## src/include/ext_bus_consts.vh

```
// constants for the external code bus control block
// assumes inclusion by bare name from design files
`ifndef EXT_BUS_CONSTS_VH
`define EXT_BUS_CONSTS_VH

// register indexes; byte address is four times the index
`define IDX_DATA_SEGMENT     12'h441
`define IDX_EXTRA_SEGMENT    12'h442
`define IDX_CODE_SEGMENT     12'h443
`define IDX_BUS_TIMING_LOW   12'h468
`define IDX_BUS_TIMING_HIGH  12'h469
`define IDX_BUS_CONFIG       12'h46a
`define IDX_BUS_STATUS       12'h46b

// reset values
`define RST_SEGMENT          8'h00
`define RST_BUS_TIMING_LOW   8'hef
`define RST_BUS_TIMING_HIGH  8'hff
`define RST_BUS_CONFIG       8'h07

// bus configuration fields
`define BCR_WAIT_DIS_BIT     4
`define BCR_BUS_DIS_BIT      3

// bus status fields
`define STAT_CODE_SRC_BIT    0
`define STAT_BUSY_BIT        1

// last internal code address (32 kbyte on chip)
`define INT_CODE_LIMIT       20'h07fff

// least number of clocks an external access lasts
`define EXT_MIN_CYCLES       2'd2

`endif

```

## src/design/ext_code_bus.v

```verilog
// external code bus control: fetch strobe, code source latch, wait stretch,
// bus configuration / timing / segment registers behind an apb slave
// assumes all inputs synchronous to clock and a cpu request handshake
//
// Notes on behaviour
// - fetch strobe low only for external fetches
// - latch code source pin at reset release
// - latched zero sends every fetch external
// - latched one: internal up to limit
// - pin becomes wait input after reset
// - wait high stretches cycle until low
//
// Register access over APB is this design's own decision.
`timescale 1ns/1ps
`include "ext_bus_consts.vh"

module ext_code_bus
(
  // clock and reset
  input  wire        clock,
  input  wire        rst_b,
  // apb slave
  input  wire        psel,
  input  wire        penable,
  input  wire        pwrite,
  input  wire [31:0] paddr,
  input  wire [31:0] pwdata,
  output wire        pready,
  output reg  [31:0] prdata,
  output wire        pslverr,
  // cpu access request
  input  wire        req_valid,
  input  wire        req_fetch,
  input  wire [19:0] req_addr,
  output wire        req_ready,
  output wire        req_internal,
  output wire        req_err,
  // external bus pins
  input  wire        code_source_select,
  output reg         program_fetch_strobe_n,
  output reg         ext_cycle_active
);

  // ----------------------------------------------------------------
  // register decode
  // ----------------------------------------------------------------
  function [2:0] reg_sel;
    input [31:0] a;
    begin
      reg_sel = 3'h7;
      if (a[1:0] == 2'h0)
      begin
        case (a[13:2])
          `IDX_DATA_SEGMENT    : reg_sel = 3'h0;
          `IDX_EXTRA_SEGMENT   : reg_sel = 3'h1;
          `IDX_CODE_SEGMENT    : reg_sel = 3'h2;
          `IDX_BUS_TIMING_LOW  : reg_sel = 3'h3;
          `IDX_BUS_TIMING_HIGH : reg_sel = 3'h4;
          `IDX_BUS_CONFIG      : reg_sel = 3'h5;
          `IDX_BUS_STATUS      : reg_sel = 3'h6;
          default              : reg_sel = 3'h7;
        endcase
        if (a[31:14] != 18'h0)
          reg_sel = 3'h7;
      end
    end
  endfunction

  localparam ST_IDLE = 1'b0;
  localparam ST_EXT  = 1'b1;

  reg  [7:0] data_segment_r;
  reg  [7:0] extra_segment_r;
  reg  [7:0] code_segment_r;
  reg  [7:0] bus_timing_low_r;
  reg  [7:0] bus_timing_high_r;
  reg  [7:0] bus_configuration_r;
  reg        code_src_r;
  reg        armed_r;
  reg        state_r;
  reg        state_nxt;
  reg  [1:0] cnt_r;
  reg  [1:0] cnt_nxt;
  reg        fetch_r;

  wire [2:0] sel      = reg_sel(paddr);
  wire       wr_en    = psel & penable & pwrite;
  wire       setup    = psel & ~penable;
  wire       wait_dis = bus_configuration_r[`BCR_WAIT_DIS_BIT];
  wire       bus_dis  = bus_configuration_r[`BCR_BUS_DIS_BIT];

  // ----------------------------------------------------------------
  // apb slave: zero wait states, error on unmapped or status write
  // ----------------------------------------------------------------
  assign pready  = 1'b1;
  assign pslverr = psel & penable & ((sel == 3'h7) | (pwrite & (sel == 3'h6)));

  always @(posedge clock)
  begin
    if (!rst_b)
    begin
      data_segment_r      <= `RST_SEGMENT;
      extra_segment_r     <= `RST_SEGMENT;
      code_segment_r      <= `RST_SEGMENT;
      bus_timing_low_r    <= `RST_BUS_TIMING_LOW;
      bus_timing_high_r   <= `RST_BUS_TIMING_HIGH;
      bus_configuration_r <= `RST_BUS_CONFIG;
    end
    else if (wr_en)
    begin
      case (sel)
        3'h0    : data_segment_r      <= pwdata[7:0];
        3'h1    : extra_segment_r     <= pwdata[7:0];
        3'h2    : code_segment_r      <= pwdata[7:0];
        3'h3    : bus_timing_low_r    <= pwdata[7:0];
        3'h4    : bus_timing_high_r   <= pwdata[7:0];
        3'h5    : bus_configuration_r <= pwdata[7:0];
        default : ;
      endcase
    end
  end

  always @(posedge clock)
  begin
    if (!rst_b)
      prdata <= 32'h0;
    else if (setup)
    begin
      case (sel)
        3'h0    : prdata <= {24'h0, data_segment_r};
        3'h1    : prdata <= {24'h0, extra_segment_r};
        3'h2    : prdata <= {24'h0, code_segment_r};
        3'h3    : prdata <= {24'h0, bus_timing_low_r};
        3'h4    : prdata <= {24'h0, bus_timing_high_r};
        3'h5    : prdata <= {24'h0, bus_configuration_r};
        3'h6    : prdata <= {30'h0, ext_cycle_active, code_src_r};
        default : prdata <= 32'h0;
      endcase
    end
  end

  // ----------------------------------------------------------------
  // code source latch at first clock after reset release
  // ----------------------------------------------------------------
  always @(posedge clock)
  begin
    if (!rst_b)
    begin
      armed_r    <= 1'b0;
      code_src_r <= 1'b0;
    end
    else if (!armed_r)
    begin
      armed_r    <= 1'b1;
      code_src_r <= code_source_select;
    end
  end

  // ----------------------------------------------------------------
  // access routing
  // ----------------------------------------------------------------
  // internal only for fetches, latched one, address within limit
  assign req_internal = req_fetch & code_src_r & (req_addr <= `INT_CODE_LIMIT);
  wire   ext_req      = req_valid & armed_r & ~req_internal & (state_r == ST_IDLE);

  // after release the pin is only read as a wait request
  wire   wait_req     = armed_r & code_source_select & ~wait_dis;

  wire   ext_done     = (state_r == ST_EXT) & (cnt_r == 2'd0) & ~wait_req;

  assign req_err   = req_valid & armed_r & ~req_internal & bus_dis & (state_r == ST_IDLE);
  assign req_ready = (req_valid & armed_r & req_internal & (state_r == ST_IDLE))
                   | req_err | ext_done;

  // ----------------------------------------------------------------
  // external cycle sequencer
  // ----------------------------------------------------------------
  always @*
  begin
    state_nxt = state_r;
    cnt_nxt   = cnt_r;
    case (state_r)
      ST_IDLE :
      begin
        if (ext_req & ~bus_dis)
        begin
          state_nxt = ST_EXT;
          cnt_nxt   = `EXT_MIN_CYCLES - 2'd1;
        end
      end
      ST_EXT :
      begin
        if (cnt_r != 2'd0)
          cnt_nxt = cnt_r - 2'd1;
        else if (!wait_req)
          state_nxt = ST_IDLE;
      end
      default :
        state_nxt = ST_IDLE;
    endcase
  end

  always @(posedge clock)
  begin
    if (!rst_b)
    begin
      state_r                <= ST_IDLE;
      cnt_r                  <= 2'd0;
      fetch_r                <= 1'b0;
      program_fetch_strobe_n <= 1'b1;
      ext_cycle_active       <= 1'b0;
    end
    else
    begin
      state_r          <= state_nxt;
      cnt_r            <= cnt_nxt;
      ext_cycle_active <= (state_nxt == ST_EXT);
      if (state_r == ST_IDLE)
        fetch_r <= req_fetch;
      // strobe low only while an external fetch cycle runs
      if (state_nxt == ST_EXT)
        program_fetch_strobe_n <= (state_r == ST_IDLE) ? ~req_fetch : ~fetch_r;
      else
        program_fetch_strobe_n <= 1'b1;
    end
  end

endmodule

```

## config.mk

```make
export PLATFORM = sky130hd
export DESIGN_NAME = ext_code_bus
export DESIGN_NICKNAME = d
export VERILOG_FILES = /design/src/design/ext_code_bus.v
export VERILOG_INCLUDE_DIRS = /design/src /design/src/include
export SDC_FILE = /design/constraint.sdc
export NUM_CORES = 1
export LEC_CHECK = 0
export BUFFER_PORTS_ARGS = -buffer_cell sky130_fd_sc_hd__buf_2
export CORE_UTILIZATION = 52
export CTS_BUF_LIST = sky130_fd_sc_hd__clkbuf_8 sky130_fd_sc_hd__clkbuf_16
export CTS_CLUSTER_SIZE = 12
export DETAILED_ROUTE_END_ITERATION = 6
export MAX_ROUTING_LAYER = met4
export PLACE_DENSITY = 0.9
export SETUP_SLACK_MARGIN = 0.05
export SYNTH_ARGS = -nofsm -noshare
export SYNTH_HDL_FRONTEND = slang
export SYNTH_SLANG_ARGS = --single-unit
```

## constraint.sdc

```tcl
create_clock -name clock -period 3.9 [get_ports clock]
set_input_delay 0.585 -clock clock [delete_from_list [all_inputs] [get_ports clock]]
set_output_delay 0.585 -clock clock [all_outputs]
set_load 0.02 [all_outputs]
```

==> impl_results.md <==
* Clk slew on worst S/H paths at 0.07 ns
* Mapped cell area at 3249 um^2
* Initial DRT Pass Iterations at 6
* Row cnt at 28
* Design area at 3747 um^2
* Hold slack at 0.4552 ns
* Final Hold Vio Count at 0
* Ys Warns at 0
* Num CTS Buffers at 9
* DR iter-0 viols at 281
* Initial antenna violation count at 0
* Internal power at 1.046 mW
* DRC viols at 0
* Dpl cells at 465
* I/O Pins at 131
* Non-Filler Instances at 481
* Synth-to-Final Area Change at 15.33%
* CP Class: input port to primary output
* CTS tree: yes
* Post-layout min period at 2.738 ns
* Arrival @ worst endpoint at 2.15 ns
* Routed via count at 2699
* Die Area at 6569 um^2
* Remaining global-route overflow at 0
* DR WL/cell at 15.97 um
* Die X at 81.05 um
* Post-Place Cell Area at 3542 um^2
* Share of cells above drive strength 1 at 0.2438
* Rel. slew slack at 0.3991
* Number of max-cap violations at 0
* Async set-reset flop share out of synthesis at 0
* Antenna Cells at 0
* Critical path launch point type: input port
* H-Tree Depth at 3
* Slew @ Worst Pin at 0.8946 ns
* Largest net degree at the start of global routing at 56
* # fillers at 486
* Max frequency at 365.2 MHz
* Via density at 5.611
* Synth Instances at 339
* Critical Path Sink Type: primary output
* Cell variety after synth at 48
* Final wirelength at 7.682 mm
* Vias in the first global route at 2493
* PortBufs at 66
* Final period util at 0.7021
* Util after Layout at 0.6255
* Sink Count at 63
* HP Class: register to register
* Synth Register Bits at 63
* Synth Flop Type: dfxtp_1
* Die Ht at 81.05 um
* Aggregate negative setup slack at 0 ns
* Sequential share of the synthesized area at 0.3881
* Gp weighted congestion at 0.8362
* Syn avg cell area at 9.585 um^2
* Leakage at 1.450 nW
* Worst Reg-to-Reg Cells at 5
* Slew Viols, Final at 0
* Clock skew at 0.01042 ns
* Nets at 494
* Worst EP required at 3.31 ns
* Sw frac at 0.2418
* Peak supply drop at 0.0001986 V
* Number of synthesized flops with an enable pin at 0
* Initial Util at 0.5424
* Overall power at 1.379 mW
* Hold Path Cell Cnt at 2
* CTS resizes at 0
* Pwr Density at 368.1 nW/um^2
* CP Max Fanout at 5
* Sequential share of power at 0.472
* DP Wirelength at 5.382 mm
* Setup violations, final at 0
* Dpl ws at 1.165 ns
* Hold buffers post-CTS at 0
* Switch Pwr at 0.3335 mW
* Clock power frac at 0.431
* Max clock buf depth at 2
* ANT nets after route at 0
* RSZ-0062 raised after global routing: no
* Status: completed
* Global-route usage over all layers at 0.2507
* Core area at 5991 um^2
* Post-CTS Setup Repair Bufs at 0
* Clock tree root driver cell: clkbuf_8
* Clk_lat worst skew at 0.34 ns
* Final worst slack at 1.162 ns
* First-pass GRT wire length at 11.87 mm
* Comb power frac at 0.098
[placed cells by master, fill, tap and decap left out, drive strengths merged, types with 3 or more instances in the layout]
| cell | count |
|---|---|
| inv | 5 |
| a222oi | 3 |
| o21ai | 9 |
| nor4 | 7 |
| a211oi | 3 |
| dfxtp | 63 |
| a22oi | 9 |
| nand2 | 44 |
| mux2i | 57 |
| a2bb2oi | 3 |
| and2 | 4 |
| nor3 | 3 |
| o22ai | 3 |
| nor2 | 13 |
| nor2b | 36 |
| nand4 | 4 |
| buf | 71 |
| nor4b | 4 |
| conb | 25 |
| a21oi | 3 |
| clkbuf | 9 |
[registers in the layout, summed over array words and instances, names as in the netlist]
name                    flops
code_segment_r              8
prdata                      8
bus_timing_high_r           8
fetch_r                     1
extra_segment_r             8
state_r                     1
armed_r                     1
bus_timing_low_r            8
code_src_r                  1
program_fetch_strobe_n      1
cnt_r                       2
bus_configuration_r         8
data_segment_r              8
[power by group through the flow]
stage                     registers [mW]  clock network, mW  logic [mW]
after global placement             0.665                  0       0.130
after detailed placement           0.665                  0       0.133
after CTS                          0.651              0.600       0.134
after global routing               0.651              0.628       0.147
final                              0.651              0.594       0.135
after floorplan                    0.664                  0       0.100
[synthesized netlist by cell type (2+ instances only)]
| master | number | share of area |
|---|---|---|
| nand3_1 | 2 | 0.0031 |
| a2bb2oi_1 | 3 | 0.0081 |
| a211oi_1 | 3 | 0.0069 |
| nand4_1 | 3 | 0.0058 |
| o21ai_0 | 9 | 0.014 |
| nor2b_1 | 36 | 0.069 |
| a222oi_1 | 3 | 0.0092 |
| o22ai_1 | 3 | 0.0058 |
| nand2b_1 | 2 | 0.0038 |
| a22oi_1 | 9 | 0.021 |
| a32oi_1 | 2 | 0.0054 |
| mux2i_1 | 57 | 0.18 |
| inv_1 | 2 | 0.0023 |
| buf_1 | 2 | 0.0023 |
| nor2_1 | 13 | 0.015 |
| nor4b_2 | 2 | 0.0092 |
| buf_2 | 4 | 0.0062 |
| dfxtp_1 | 63 | 0.39 |
| buf_4 | 25 | 0.058 |
| nor4_2 | 2 | 0.0077 |
| a32o_1 | 2 | 0.0062 |
| conb_1 | 2 | 0.0023 |
| clkbuf_1 | 11 | 0.013 |
| a21oi_1 | 3 | 0.0046 |
| nand2_1 | 44 | 0.051 |
| nor3_1 | 2 | 0.0031 |
| o21a_1 | 2 | 0.0046 |
| nor4b_1 | 2 | 0.0054 |
| and2_1 | 4 | 0.0077 |
| nor4_4 | 4 | 0.026 |
[final cells by class]
class                   instances  area, um^2  area share
clock buffers                   9       123.9     0.03306
clock inverters                 7       81.33     0.02170
inverters                       2       7.507    0.002003
multi-input cells             254        1812      0.4835
flip-flops and latches         63        1261      0.3366
well taps                      75       93.84     0.02504
repair buffers                 71       367.9     0.09816
[metal layers]
metal | routed length, um | GRT usage | vias up
met5 | 0 | - | -
met4 | 216 | 0.1446 | 0
met3 | 511 | 0.03146 | 19
met2 | 3734 | 0.4067 | 132
met1 | 3219 | 0.2985 | 1274
li1 | - | - | 1274
[cells by family after synthesis]
group                    share of synthesized area
flip-flops                                  0.3881
other                                     0.002311
adder cells (fa/ha/maj)                   0.003850
AND/OR/NAND/NOR                             0.2495
multiplexers                                0.1791
buffers and inverters                      0.08471
AO/OA/AOI/OAI                              0.09241
[final timing paths]
kind,slack [ns],startpoint,end
worst min-delay path,0.46,prdata[6],prdata[6]
worst max register to register,2.43,code_src_r,state_r
worst max-delay path,1.16,req_addr[18],req_ready
worst min register to register,0.46,prdata[6],prdata[6]
[critical path, stage by stage]
cell and delay [ns]:
buf_2 0.10, or4_1 0.51, nor3_1 0.43, nor2_1 0.08, a22oi_1 0.18, o21ai_0 0.09
buf_2 0.16
Power figures use the tool's default switching activity.
